==> src/cac_map.vh <==
/*
  register map, field positions, reset values for the counter array control/status block.
  assumes an 8-bit special function register bus with address, write and read strobes.
*/
// Notes on behaviour
// [RL1] overflow flag sets when the counter wraps from FFFF to 0000
// [RL2] set overflow flag with overflow interrupt enable raises the array interrupt
// [RL3] overflow and module flags are sticky; only software clears them
// [RL4] run control 0 stops the counter, 1 lets it run
// [RL5] control bits 5:3 read zero and ignore writes
// [RL6] module flags in bits 2..0 set on that module's match or capture
// [RL7] enabled module flag requests the shared array interrupt
// [RL8] control register decoded at D8, bit access, resets to all zeros
// [RL9] mode register: idle, watchdog enable, lock, ro bit4, clock select 3:1, ovf enable
// [RL10] mode register resets with watchdog enable set, all else zero
// [RL11] idle suspend 1 stops the array during cpu idle, 0 keeps it running
// [RL12] writing 0 clears a flag; a same-cycle hardware set wins
`ifndef CAC_MAP_VH
`define CAC_MAP_VH
`define CAC_ADDR_CONTROL 8'hD8
`define CAC_ADDR_MODE 8'hD9
`define CAC_CTL_OVF 7
`define CAC_CTL_RUN 6
`define CAC_CTL_MOD2 2
`define CAC_CTL_MOD0 0
`define CAC_MD_IDLE 7
`define CAC_MD_WDE 6
`define CAC_MD_WATCHDOG_LOCK 5
`define CAC_MD_CPS_HI 3
`define CAC_MD_CPS_LO 1
`define CAC_MD_OVFIE 0
`define CAC_CTL_RESET 8'h00
`define CAC_MD_RESET 8'h40
`define CAC_CTL_WMASK 8'hC7
`define CAC_MD_WMASK 8'hEF
`define CAC_CNT_MAX 16'hFFFF
`define CAC_CNT_ZERO 16'h0000
`endif

==> src/cac_control_status.v <==
/*
  control and mode registers of the 16-bit counter array with run gating, sticky flags
  and the shared interrupt request. assumes a synchronous sfr bus: one-cycle write strobe,
  byte write with a per-bit enable mask for bit access, combinational-free registered read.
*/
`timescale 1ns/1ps
`include "cac_map.vh"
module cac_control_status #(
  parameter NUM_MODULES = 3
) (
  // clock and reset
  input wire sys_clk,
  input wire rst,
  // special function register bus
  input wire [7:0] sfr_addr,
  input wire sfr_wr,
  input wire [7:0] sfr_wdata,
  input wire [7:0] sfr_wbit_mask,
  input wire sfr_rd,
  output reg [7:0] sfr_rdata,
  // counter array events
  input wire counter_tick,
  input wire [15:0] counter_value,
  input wire [NUM_MODULES-1:0] module_event,
  input wire [NUM_MODULES-1:0] module_irq_enable,
  input wire cpu_idle,
  // control outputs
  output reg counter_run,
  output reg [2:0] clock_select,
  output reg watchdog_enable,
  output reg watchdog_lock,
  output reg counter_array_irq
);

  // ----------------------------------------
  // register state
  // ----------------------------------------
  reg overflow_flag;
  reg run_control;
  reg [NUM_MODULES-1:0] module_event_flag;
  reg [7:0] array_mode;
  wire wr_ctl = sfr_wr && (sfr_addr == `CAC_ADDR_CONTROL);
  wire wr_md = sfr_wr && (sfr_addr == `CAC_ADDR_MODE);
  // bit access: only bits in the mask are written
  wire [7:0] ctl_cur = {overflow_flag, run_control, 3'h0, module_event_flag};
  wire [7:0] ctl_wr = (ctl_cur & ~sfr_wbit_mask) | (sfr_wdata & sfr_wbit_mask);
  wire [7:0] md_wr = (array_mode & ~sfr_wbit_mask) | (sfr_wdata & sfr_wbit_mask);
  // [RL1] wrap detection: counter at max when it ticks
  wire wrap = counter_tick && (counter_value == `CAC_CNT_MAX);
  // [RL11] idle suspend gating
  wire suspended = array_mode[`CAC_MD_IDLE] && cpu_idle;

  // ----------------------------------------
  // control register
  // ----------------------------------------
  always @(posedge sys_clk) begin
    // [RL8] control resets to zero
    if (rst) begin
      overflow_flag <= 1'b0;
      run_control <= 1'b0;
    end else begin
      // [RL4] run control written by software
      if (wr_ctl)
        run_control <= ctl_wr[`CAC_CTL_RUN];
      // [RL3] sticky; [RL12] set wins over clear
      if (wrap)
        overflow_flag <= 1'b1;
      else if (wr_ctl)
        overflow_flag <= ctl_wr[`CAC_CTL_OVF];
    end
  end

  genvar gi;
  generate
    for (gi = 0; gi < NUM_MODULES; gi = gi + 1) begin : g_mod
      always @(posedge sys_clk) begin
        if (rst) begin
          module_event_flag[gi] <= 1'b0;
        // [RL6] module set; [RL12] set beats clear
        end else if (module_event[gi]) begin
          module_event_flag[gi] <= 1'b1;
        end else if (wr_ctl) begin
          module_event_flag[gi] <= ctl_wr[`CAC_CTL_MOD0 + gi];
        end
      end
    end
  endgenerate

  // ----------------------------------------
  // mode register
  // ----------------------------------------
  always @(posedge sys_clk) begin
    // [RL10] watchdog enabled out of reset
    if (rst) begin
      array_mode <= `CAC_MD_RESET;
    // [RL9] field layout, bit 4 read only
    end else if (wr_md) begin
      array_mode <= md_wr & `CAC_MD_WMASK;
    end
  end

  // ----------------------------------------
  // outputs and readback
  // ----------------------------------------
  always @(posedge sys_clk) begin
    if (rst) begin
      sfr_rdata <= 8'h00;
      counter_run <= 1'b0;
      clock_select <= 3'h0;
      watchdog_enable <= 1'b0;
      watchdog_lock <= 1'b0;
      counter_array_irq <= 1'b0;
    end else begin
      // [RL5] unused bits read zero
      if (sfr_rd && sfr_addr == `CAC_ADDR_CONTROL)
        sfr_rdata <= ctl_cur & `CAC_CTL_WMASK;
      else if (sfr_rd && sfr_addr == `CAC_ADDR_MODE)
        sfr_rdata <= array_mode;
      else if (sfr_rd)
        sfr_rdata <= 8'h00;
      // [RL4] gate counting; idle can suspend it
      counter_run <= run_control && !suspended;
      clock_select <= array_mode[`CAC_MD_CPS_HI:`CAC_MD_CPS_LO];
      watchdog_enable <= array_mode[`CAC_MD_WDE];
      watchdog_lock <= array_mode[`CAC_MD_WATCHDOG_LOCK];
      // [RL2] overflow interrupt; [RL7] module interrupts
      counter_array_irq <= (overflow_flag && array_mode[`CAC_MD_OVFIE]) ||
                           (|(module_event_flag & module_irq_enable));
    end
  end

endmodule // cac_control_status

==> config.mk <==
export PLATFORM = sky130hd
export DESIGN_NAME = cac_control_status
export DESIGN_NICKNAME = d
export VERILOG_FILES = /design/src/cac_control_status.v
export VERILOG_INCLUDE_DIRS = /design/src
export SDC_FILE = /design/constraint.sdc
export NUM_CORES = 1
export LEC_CHECK = 0
export BUFFER_PORTS_ARGS = -buffer_cell sky130_fd_sc_hd__buf_2
export CORE_MARGIN = 2
export CORE_UTILIZATION = 46
export DETAILED_ROUTE_END_ITERATION = 6
export GPL_TIMING_DRIVEN = 0
export HOLD_SLACK_MARGIN = 0.05
export PLACE_DENSITY_LB_ADDON = 0.25
export SETUP_SLACK_MARGIN = 0.15
export SKIP_CTS_REPAIR_TIMING = 1
export SYNTH_ARGS = -nofsm -noshare
export SYNTH_HDL_FRONTEND = slang
export SYNTH_SLANG_ARGS = --single-unit
==> constraint.sdc <==
create_clock -name sys_clk -period 2.56 [get_ports sys_clk]
set_clock_uncertainty 0.15 [all_clocks]
set_input_delay 0.256 -clock sys_clk [delete_from_list [all_inputs] [get_ports sys_clk]]
set_output_delay 0.256 -clock sys_clk [all_outputs]
set_load 0.02 [all_outputs]
Word level (Yosys, flattened, before mapping)
Cells that the tools add are included.
- register bits: 27
- output and inout bits: 15
- equal/unequal tests: 3
- muxes and demuxes: 11
- bitwise gates (word level): 7
- reduce and logical (&&, ||, !) cells: 18
- operators by type and width (cell ; count):
    $and 8x8->8 ; 3
    $mux 8 ; 3
    $eq 16x16->1 const B ; 1
    $eq 8x8->1 const B ; 2
    $or 8x8->8 ; 2
    $reduce_bool 2->1 ; 5
    $logic_and 1x1->1 ; 8
    $mux 1 ; 8
    $not 8->8 ; 1
    $and 3x3->3 ; 1
    $reduce_bool 3->1 ; 1
    $reduce_or 3->1 ; 1
    $reduce_or 2->1 ; 1
    $logic_not 1->1 ; 1
    $logic_or 1x1->1 ; 1

Logic depth before layout (Yosys ltp)
Gate-level depths: netlist of run 1.
- depth in word-level cells: 5
- mapped depth: 5
- gate-level depth less buffers: 4

Worst setup path before layout of run 1
No wires, ideal clock.
- path type: input to register
- from: input port rst
- to: register overflow_flag
- library setup time: 0.075 ns
- arrival: 1.102 ns
- setup slack: 1.233 ns
- stages on the path: 4
- path buffers: 1
- path through: buf_2 > nand4b_1 > or4_1 > o22ai_1
- RTL lines (element ; RTL line ; text):
    from (decl) ; cac_control_status.v:13 ; input wire rst,
    to (signal assigned) ; cac_control_status.v:69 ; overflow_flag <= ctl_wr[`CAC_CTL_OVF];
    to (decl) ; cac_control_status.v:38 ; reg overflow_flag;

==> results of run 1 <==
stage by stage:
step,total power (W),instances
floorplan,0.000460,115
global placement,0.000511,207
detailed placement,0.000513,207
CTS,0.000794,211
global route,0.000826,222
finish,0.000799,222
metal layers:
metal  GRT usage (%)  part of all wire (%)
met5               0                     0
met4            8.33                   1.3
met3            2.46                   4.0
met2            35.7                    51
met1            24.6                    44
cells by family (layout without fill, tap and decap cells):
kind of cell           Yosys count  in the layout  share of synthesized area (%)
other                            1              1                          0.322
DFF                             26             26                           44.7
and+or+nand+nor                 35             35                           22.8
muxes                            5              5                           4.73
buffers and inverters           10             87                           4.40
AOI/OAI and AO/OA               38             38                           23.1
final timing paths:
path | startpoint | cells past startpoint | slack, ns | end
setup reg to reg | flip-flop | 3 | 1.46 | sfr_rdata[7]
hold reg to reg | sfr_rdata[3] | 2 | 0.32 | sfr_rdata[3]
setup / recovery | sfr_addr[5] | 7 | 0.79 | flip-flop
hold / removal | sfr_wdata[2] | 3 | 0.03 | flip-flop
power groups by stage:
stage | clock, W | sequential (W) | combinational (W)
2_1_floorplan | 0 | 0.000424 | 0.0000356
3_3_place_gp | 0 | 0.000422 | 0.0000890
3_5_place_dp | 0 | 0.000422 | 0.0000913
4_1_cts | 0.000289 | 0.000413 | 0.0000914
5_1_grt | 0.000302 | 0.000414 | 0.000110
6_report | 0.000285 | 0.000413 | 0.000102
final cells by class:
| type | count | area (um^2) | area share, % |
|---|---|---|---|
| sequential | 26 | 520 | 31.1 |
| clock inverter | 1 | 30.0 | 1.79 |
| clock buffer | 3 | 22.5 | 1.34 |
| multi-input combinational | 79 | 593 | 35.4 |
| buffer | 6 | 36.3 | 2.17 |
| tap | 30 | 37.5 | 2.24 |
| inverter | 4 | 15.0 | 0.896 |
| timing repair buffer | 73 | 420 | 25.1 |
critical path, stage by stage:
cell and delay (ns):
buf_2 0.12, nand4bb_4 0.28, nor3_4 0.24, buf_6 0.19, nand3_1 0.08, dlygate4sd3_1 0.56
a21oi_1 0.15
placed cells by master, fill, tap and decap left out, types with 3 or more instances in the layout:
cell type	instances
a21oi_1	12
a21bo_2	8
nor2_1	7
inv_1	4
a22oi_1	7
clkbuf_4	3
nand3_1	8
nand2_1	4
dfxtp_1	26
nor2b_1	5
buf_2	64
a31oi_1	4
dlygate4sd3_1	11
mux2_2	4
nand4_1	3
==> results, run 1 <==
- The flow ran to the end, and the final reports show no timing, DRC or antenna violations.
- The slack of the critical path is 0.793 ns.
- In this run, the number of DRC markers left after iteration 0 of detailed routing was 21.
- Across the run, the number of max-cap violations was 0.
- The number of distinct standard cells referenced by the synthesized netlist is 31.
- The share of flip-flops with an asynchronous set or reset after synthesis is 0%.
- The post-placement worst setup slack is 0.974 ns.
- The min-delay analysis places its worst path in the category input port to flip-flop.
- The fraction of power spent switching nets is 22.1%.
- The routed layout has 1149 vias.
- Once detail routing completed, the nets flagged for antenna violations numbered 0.
- VDD sags by at most 0.360 mV.
- Entering global routing, the biggest net connects 16 pins.
- The total die area is 2950 um^2.
- The first global-routing pass estimated 4.24 mm of wire.
- Compared with the post-synthesis result, the final layout area differs by 43.8%.
- Setup repair after global routing left no endpoint under its margin.
- The most frequent cell after synthesis is dfxtp_1.
- The post-route netlist has 45.8% of its cells at a drive strength greater than 1.
- The initial core utilization is 47.9%.
- The final core utilization is 68.9%.
- The total congestion overflow is 0.
- The worst setup path is launched from an input port.
- After synthesis, flip-flops and latches occupy 44.7% of the total area.
- In the post-synthesis netlist, the biggest area contributors are dfxtp_1, a21bo_2, a21oi_1.
- Setup violations remaining at the end of the flow were counted as 0.
- The dominant register cell in the synthesized netlist is dfxtp_1.
- Yosys mapped a number of flops with a built-in enable equal to 0.
- The largest area contributor in the netlist is dfxtp_1.
- In this run the cell area of the synthesized design comes to 1160 um^2.
- The via count of the first global-routing pass is 991.
- The final standard cell area without fillers is 1680 um^2.
- The clock input transition at the sequential cells of the worst setup and hold paths is 0.15 ns.
- In this run the power density over the cells is 477 nW/um^2.
- From left edge to right edge, the die measures 54.3 um.
- The number of endpoints with negative hold slack in the final report is 0.
- The post-route DRC violation count is 0.
- The final clock period utilization by the worst path is 69.0%.
- Summed over all cells, the static leakage comes to 0.754 nW.
- Measured against its own limit, the worst slew margin works out to 66.6%.
- The clock net in this run drives a total of 26 sinks.
- Using the TritonRoute via totals, the vias-per-cell ratio works out to 5.18.
- The data required time of the worst path is 2.67 ns.
- The maximum buffer depth of the clock tree is 2.
- The total of flip-flops plus latches after synthesis is 26.
- Data on the critical path arrives at its endpoint at 1.88 ns.
- The master cell of the clock root buffer is clkbuf_4.
- The first detailed-routing pass ran for 4 iterations.
- The final antenna diode count is 0.
- The number of warnings printed during yosys synthesis is 0.
- The area fraction of the dominant cell type after synthesis is 44.7%.
- The final period demand of the worst path is 1.77 ns.
- Sorting the synthesized cells by how often they occur yields dfxtp_1, a21oi_1, a21bo_2, nand3_1.
- The CTS tree is built.
- The max-slew violation count was 0.
- The critical path class is input port to flip-flop.
- The initial antenna violation count is 0.
- The H-tree depth is 1.
- In the final routed layout, each cell accounts on average for 13.6 um.
- The fill cell total of the finished layout is 199.
- The die is 54.3 um tall.
- The portion of total power attributed to combinational logic is 12.7%.
- The net load switching power is 0.000176 W.
- Each instance of the synthesized netlist takes up on average 10.1 um^2.
- The total routed wirelength is 3.01 mm.
- Across all hold checks on the routed design, the worst slack comes to 0.0322 ns.
- The clock latency of the later-clocked register in the worst-skew pair is 0.32 ns.
- For this run, the post-layout net count is 245.
- In this run the cell area measured after placement is 1510 um^2.
- The sequential group share of total power is 51.7%.
- The clock group share of total power is 35.6%.
- The placeable core region is 2430 um^2.
- In this run the tool buffered the top-level ports with 62 buffer cells.
- The HPWL after detailed placement is 2.19 mm.
- The instance count of the mapped netlist is 115.
- 67 I/O pins were placed.
- Internal power comes to 0.000623 W.
- The largest fanout on the critical path is 10.
- The type of destination of the critical path is a flip-flop.
- The post-synthesis net count is 167.
- The congestion estimate from routability-driven global placement came to 0.809.
- The transition time at the pin with the least slew margin is 0.497 ns.
- The maximum clock frequency is 566 MHz.
- The number of placement rows is 18.
- TritonCTS created 3 clock buffers.
- The aggregate negative setup slack is 0 ns.
- The total global routing track utilization is 20.2%.
Note: power is estimated with default switching activity, not from simulation.
==> inputs of run 2 (changes only) <==
--- a/config.mk
+++ b/config.mk
@@ -8,7 +8,7 @@
 export LEC_CHECK = 0
 export BUFFER_PORTS_ARGS = -buffer_cell sky130_fd_sc_hd__buf_2
 export CORE_MARGIN = 2
-export CORE_UTILIZATION = 46
+export CORE_UTILIZATION = 43
 export DETAILED_ROUTE_END_ITERATION = 6
 export GPL_TIMING_DRIVEN = 0
 export HOLD_SLACK_MARGIN = 0.05
==> constraint.sdc (replaced) <==
create_clock -name sys_clk -period 1.8 [get_ports sys_clk]
set_clock_uncertainty 0.15 [all_clocks]
set_input_delay 0.18 -clock sys_clk [delete_from_list [all_inputs] [get_ports sys_clk]]
set_output_delay 0.18 -clock sys_clk [all_outputs]
set_load 0.02 [all_outputs]
==> run 2 against run 1 <==
Net effect: power grew 49%; cell count grew 8.1%; final area grew 11%; clock power grew 48%; first-iteration DRC count grew 4.8%; global-route usage shrank 1.0 points; via count grew 9.4%; largest cell class is now buffers.
==> results, run 2 (synthesis gave the netlist of run 1 again) <==
- The I/O pin count is 67.
- For this run, the slowest stage of the critical path takes 0.53 ns.
- The initial core utilization is 46.2%.
- The die is 56.0 um tall.
- The total placed instance area is 1510 um^2.
- Counting both buffers and inverters, the worst setup path holds a total of 2.
- For this block, the initial DRC count from the detailed router was 22.
- The routed design has 3.52 mm of wire.
- The static leakage is 0.835 nW.
- Subtracting the final worst setup slack from the clock period gives 1.56 ns.
- Clock tree synthesis inserted a total of 3 buffers.
- From synthesis to final layout, the design area changed by 59.3%.
- Along the worst path, the maximum fanout reaches 10.
- The via count of the first global-routing pass is 1106.
- The clock latency of the later-clocked register in the worst-skew pair is 0.34 ns.
- The type of destination of the critical path is a flip-flop.
- TritonCTS built the clock tree.
- The number of nets at the end of the flow is 263.
- The HPWL after detailed placement is 2.37 mm.
- The max-slew violation count is 0.
- The path type of the worst min-delay path is input port to flip-flop.
- The total number of vias is 1257.
- Overall power consumption after layout is estimated at 0.00119 W.
- For this run, the number of standard cells in the final layout without fillers is 240.
- The placed cell count is 207.
- The flow ran to the end, and the final reports show no timing, DRC or antenna violations.
- The iteration count of the initial detailed-routing pass is 4.
- Leaving out fill and tap cells, the most frequent cell in the layout is buf_2.
- The number of antenna diodes in the final layout is 0.
- The maximum buffer depth of the clock tree is 2.
- For the pin with the worst max-slew slack, the measured transition is 0.506 ns.
- The largest voltage drop on the vdd net is 0.457 mV.
- The count of maximum capacitance violations is 0.
- The die is 56.0 um wide.
- The worst reg-to-reg path cell count is 3.
- In the global route stage, overall resource usage came out at 19.2%.
- Setup repair after global routing left no endpoint under its margin.
- Adding up every negative setup slack in the final design gives 0 ns.
- The maximum number of pins on one net before global-route repair is 16.
- The clock input transition at the sequential cells of the worst setup and hold paths is 0.16 ns.
- The critical path arrival is 1.69 ns.
- The data required time of the worst path is 1.93 ns.
- The detail route stage leaves a number of antenna-violating nets equal to 0.
- Walking the worst path, the cells encountered are dlygate4sd3_1, buf_2, nand4b_1, or4_1, o22ai_1.
- The initial antenna violation count is 0.
- The critical path in this run is classified as input port to flip-flop.
- The final clock period utilization by the worst path is 86.6%.
- The library cells used most frequently in the layout, excluding fill and tap cells, are buf_2, dlygate4sd3_1, dfxtp_1.
- The total die area is 3140 um^2.
- In the final layout, the share of cells above drive strength 1 is 41.9%.
- The beginning of the critical path is rst.
- The clock drives 26 sinks.
- In this run the critical register-to-register path is captured at sfr_rdata[7].
- The via count normalized by instance count is 5.24.
- The slowest stage of the critical path is the dlygate4sd3_1 cell.
- In this run the core area contains 18 standard-cell rows.
- Timing would allow up to 641 MHz.
- In the final routed layout, each cell accounts on average for 14.7 um.
- The number of endpoints with negative hold slack in the final report was 0.
- The first global-routing pass estimated 4.76 mm of wire.
- The number of setup violations in the final report is 0.
- The power density of the placed cells is 641 nW/um^2.
- After routing the design area is 1860 um^2.
- The H-tree depth is 1.
- On the critical path the largest part of the delay comes from buffers and inverters.
- The count of input and output buffers is 62.
- The master cell of the clock root buffer is clkbuf_4.
- The post-route DRC violation count is 0.
- The final estimated routing congestion in global placement is 0.841.
- The total congestion overflow is 0.
- The slack of the worst reg-to-reg path is 0.70 ns.
- The worst setup path is launched from an input port.
- Counting buffers and inverters, the worst setup path is 5 cells deep.
- The tightest slew margin relative to the limit is 66.0%.
- The placeable core region is 2520 um^2.
- The critical path ends at overflow_flag.
==> run 2: cell count changes in the layout (fill, tap and decap cells not counted) <==
cell           before  now
dlygate4sd3_1      11   29
==> run 2: report_power, final <==
group | switching (W) | total [W] | internal, W
Clock | 0.000195 | 0.000421 | 0.000226
Combinational | 0.0000764 | 0.000182 | 0.000105
Sequential | 0.00000359 | 0.000587 | 0.000584
==> run 2: worst min path at each step <==
stage	startpoint	to	slack (ns)	cells past startpoint
floorplan	cpu_idle	counter_run	0.13	1
global placement	cpu_idle	counter_run	0.23	2
detailed placement	cpu_idle	counter_run	0.24	2
CTS	cpu_idle	counter_run	-0.13	2
global route	module_irq_enable[1]	counter_array_irq	0.05	3
finish	module_irq_enable[1]	counter_array_irq	0.01	3
==> run 2: through the flow <==
| step | setup WS, ns | utilization [%] | hold slack [ns] |
|---|---|---|---|
| after floorplan | 0.549 | - | 0.128 |
| after global placement | 0.309 | 60.0 | 0.228 |
| after detailed placement | 0.273 | 60.0 | 0.241 |
| after CTS | 0.588 | 62.1 | -0.129 |
| after global routing | 0.210 | 73.6 | 0.0520 |
| final | 0.241 | 73.6 | 0.0120 |
==> run 2: final cells by class <==
cell class                      instances  area (um^2)
Buffer                                  6         36.3
Timing Repair Buffer                   91          601
Clock inverter                          1         30.0
Inverter                                4         15.0
Tap cell                               30         37.5
Multi-Input combinational cell         79          593
Fill cell                             187          667
Sequential cell                        26          520
Clock buffer                            3         22.5
==> run 2: metal layers <==
layer / vias up / track usage (%) / wire, um
li1: 613 / - / -
met1: 601 / 22.0 / 1370
met2: 32 / 35.5 / 1930
met3: 11 / 3.02 / 124
met4: 0 / 7.14 / 102
met5: - / 0 / 0
==> run 2: worst register-to-register path: stages (launching register included) <==
cell	delay, ns
dfxtp_1	0.36
mux2_2	0.27
a22oi_1	0.16
nor2_1	0.06
==> inputs of run 3 (changes only) <==
--- a/config.mk
+++ b/config.mk
@@ -7,7 +7,7 @@
 export NUM_CORES = 1
 export LEC_CHECK = 0
 export BUFFER_PORTS_ARGS = -buffer_cell sky130_fd_sc_hd__buf_2
-export CORE_MARGIN = 2
+export CORE_MARGIN = 4
 export CORE_UTILIZATION = 43
 export DETAILED_ROUTE_END_ITERATION = 6
 export GPL_TIMING_DRIVEN = 0
==> constraint.sdc (replaced) <==
create_clock -name sys_clk -period 1.8 [get_ports sys_clk]
set_clock_uncertainty 0.15 [all_clocks]
set_input_delay 0 -clock sys_clk [delete_from_list [all_inputs] [get_ports sys_clk]]
set_output_delay 0 -clock sys_clk [all_outputs]
set_load 0.02 [all_outputs]
==> run 3 against run 2 <==
Net effect: non-clock buffer count grew 27; die area grew 15%; sequential power hardly changed; final area rose by 14%; fmax is 1.8% lower; cell count is 12% higher; combinational power up 21%; worst setup slack worse by 0.029 ns; highest routed layer unchanged.
==> results, run 3 (synthesis gave the netlist of run 1 again) <==
- The slowest library cell on the worst path is dlygate4sd3_1.
- The tightest slew margin relative to the limit is 65.5%.
- The placed cell count is 207.
- The number of buffers created by CTS is 3.
- For this run, the total global-route usage over all layers was measured as 18.2%.
- The highest routed metal layer is met4.
- The number of setup violations in the final report is 0.
- The via count of the first global-routing pass is 1089.
- The flow ran to the end, and the final reports show no timing, DRC or antenna violations.
- The worst setup path is captured at a flip-flop.
- The placeable core region is 2520 um^2.
- The global-route wire length before repair is 4.80 mm.
- The clock net sink count is 26.
- 67 I/O pins were placed.
- The worst setup path is of the input port to flip-flop kind.
- Summed over all nets, wire length on met3 after detailed routing comes to 282 um.
- The count of nets left with antenna violations after detail routing is 0.
- Entering global routing, the biggest net connects 15 pins.
- The pre-antenna-repair detailed-routing pass consisted of 4 iterations.
- The max-slew violation count is 0.
- The width of the die is 60.0 um.
- The maximum buffer depth of the clock tree is 2.
- The final critical path takes up 88.3% of the cycle.
- The non-filler instance count after layout is 268.
- The clock input transition at the sequential cells of the worst setup and hold paths is 0.14 ns.
- Setup repair after global routing left no endpoint under its margin.
- The worst path in the final design needs a cycle of 1.59 ns, including I/O delays and setup.
- The power density of the placed cells is 526 nW/um^2.
- The library cells used most frequently in the layout, excluding fill and tap cells, are buf_2, dlygate4sd3_1, dfxtp_1.
- The number of placement rows is 18.
- The total area of sequential cells is 520 um^2.
- The commonest non-fill, non-tap cell in the layout is buf_2.
- The initial core utilization is 46.2%.
- The fraction of final layout cells with drive strength greater than 1 is 37.1%.
- The final estimated routing congestion in global placement is 0.765.
- The data required time of the worst path is 1.91 ns.
- Summing over every cut layer, the via total after detailed routing is 1473.
- The post-route DRC violation count is 0.
- The maximum clock frequency is 630 MHz.
- The H-tree depth is 1.
- The largest fanout on the critical path is 8.
- The path type of the worst min-delay path is input port to flip-flop.
- The total die area is 3610 um^2.
- The first routing iteration left 58 violations.
- The clock latency of the later-clocked register in the worst-skew pair is 0.33 ns.
- The initial antenna violation count came to 0.
- Across all setup checks in the final design, the least slack found is 0.211 ns.
- Together, buffers and inverters on the worst path number 2.
- The number of endpoints with negative hold slack in the final report came to 0.
- The CTS tree is built.
- Summed over all nets, wire length on met2 after detailed routing comes to 2.40 mm.
- After filler insertion, the fill cell instance count of the layout stands at 150.
- The number of nets at the end of the flow is 290.
- The count of maximum capacitance violations is 0.
- Compared with the post-synthesis result, the final layout area differs by 81.3%.
- Summed over all nets, the half-perimeter wirelength after detailed placement is 2.48 mm.
- After detailed routing, the total wire length is 4.62 mm.
- The static leakage is 0.912 nW.
- The delay of the slowest critical-path stage is 0.61 ns.
- The largest voltage drop on the vdd net is 0.706 mV.
- The signal on the critical path passes through buf_2, nand4bb_4, nor3_4, nand3_1, dlygate4sd3_1, a21oi_1.
- The count of input and output buffers is 62.
- At the pin with the least slew margin, the transition time is 0.518 ns.
- The detailed-routing wirelength on met1 is 1.69 mm.
- The post-placement worst setup slack is 0.472 ns.
- The y dimension of the die is 60.0 um.
- For the worst setup path, the data arrival time is 1.70 ns.
- In this design, the largest share of critical-path delay is due to simple AND/OR/NAND/NOR gates.
- The total congestion overflow is 0.
- Clock tree synthesis selected as its root buffer the cell clkbuf_4.
- After detailed routing, the average wire length per cell comes to 17.2 um.
- The worst setup path is launched from an input port.
- The multi-input combinational cells in the finished layout cover a total of 593 um^2.
- The aggregate negative setup slack is 0 ns.
- The via count normalized by instance count is 5.50.
-- run 3: cell types whose count changed in the layout (fill, tap and decap cells not counted) --
cell / before / now
bufinv_16: 1 / 0
clkbuf_8: 0 / 1
diode_2: 0 / 1
dlygate4sd3_1: 29 / 56
-- run 3: report_power, final --
group | switching, W | internal, W
registers | 0.00000401 | 0.000584
clock network | 0.000179 | 0.000124
logic | 0.0000886 | 0.000132
-- run 3: per-layer routing --
layer | global-route usage [%] | vias to the layer above
li1 | - | 675
met1 | 19.6 | 693
met2 | 34.1 | 81
met3 | 4.32 | 24
met4 | 6.01 | 0
met5 | 0 | -
-- run 3: per-stage QoR --
stage	utilization, %	power [W]	area (um^2)	hold WS [ns]
2_1_floorplan	-	0.000654	1160	-0.0517
3_3_place_gp	60.0	0.000726	1510	0.0486
3_5_place_dp	60.0	0.000731	1510	0.0472
4_1_cts	61.4	0.00103	1550	-0.321
5_1_grt	83.6	0.00115	2110	0.0756
6_report	83.7	0.00111	2110	0.0755
-- run 3: cell type report --
cell class | count | share of cell area (%)
clock buffers | 4 | 1.72
repair buffers | 118 | 41.2
plain buffers | 6 | 1.72
diodes | 1 | 0.118
flip-flops and latches | 26 | 24.6
well taps | 30 | 1.78
inverters | 4 | 0.711
multi-input cells | 79 | 28.1
-- run 3: worst paths after layout --
check / start / endpoint / slack, ns / cells past startpoint
max: sfr_addr[5] / flip-flop / 0.21 / 6
min: sfr_addr[2] / sfr_rdata[3] / 0.08 / 5
max reg2reg: ctl_cur[1] / counter_array_irq / 0.40 / 3
min reg2reg: flip-flop / counter_run / 0.34 / 2
-- run 3: worst register-to-register path, stage by stage, from the launching register on --
cell           delay [ns]
dfxtp_1              0.35
a22oi_1              0.16
dlygate4sd3_1        0.57
a21oi_1              0.06
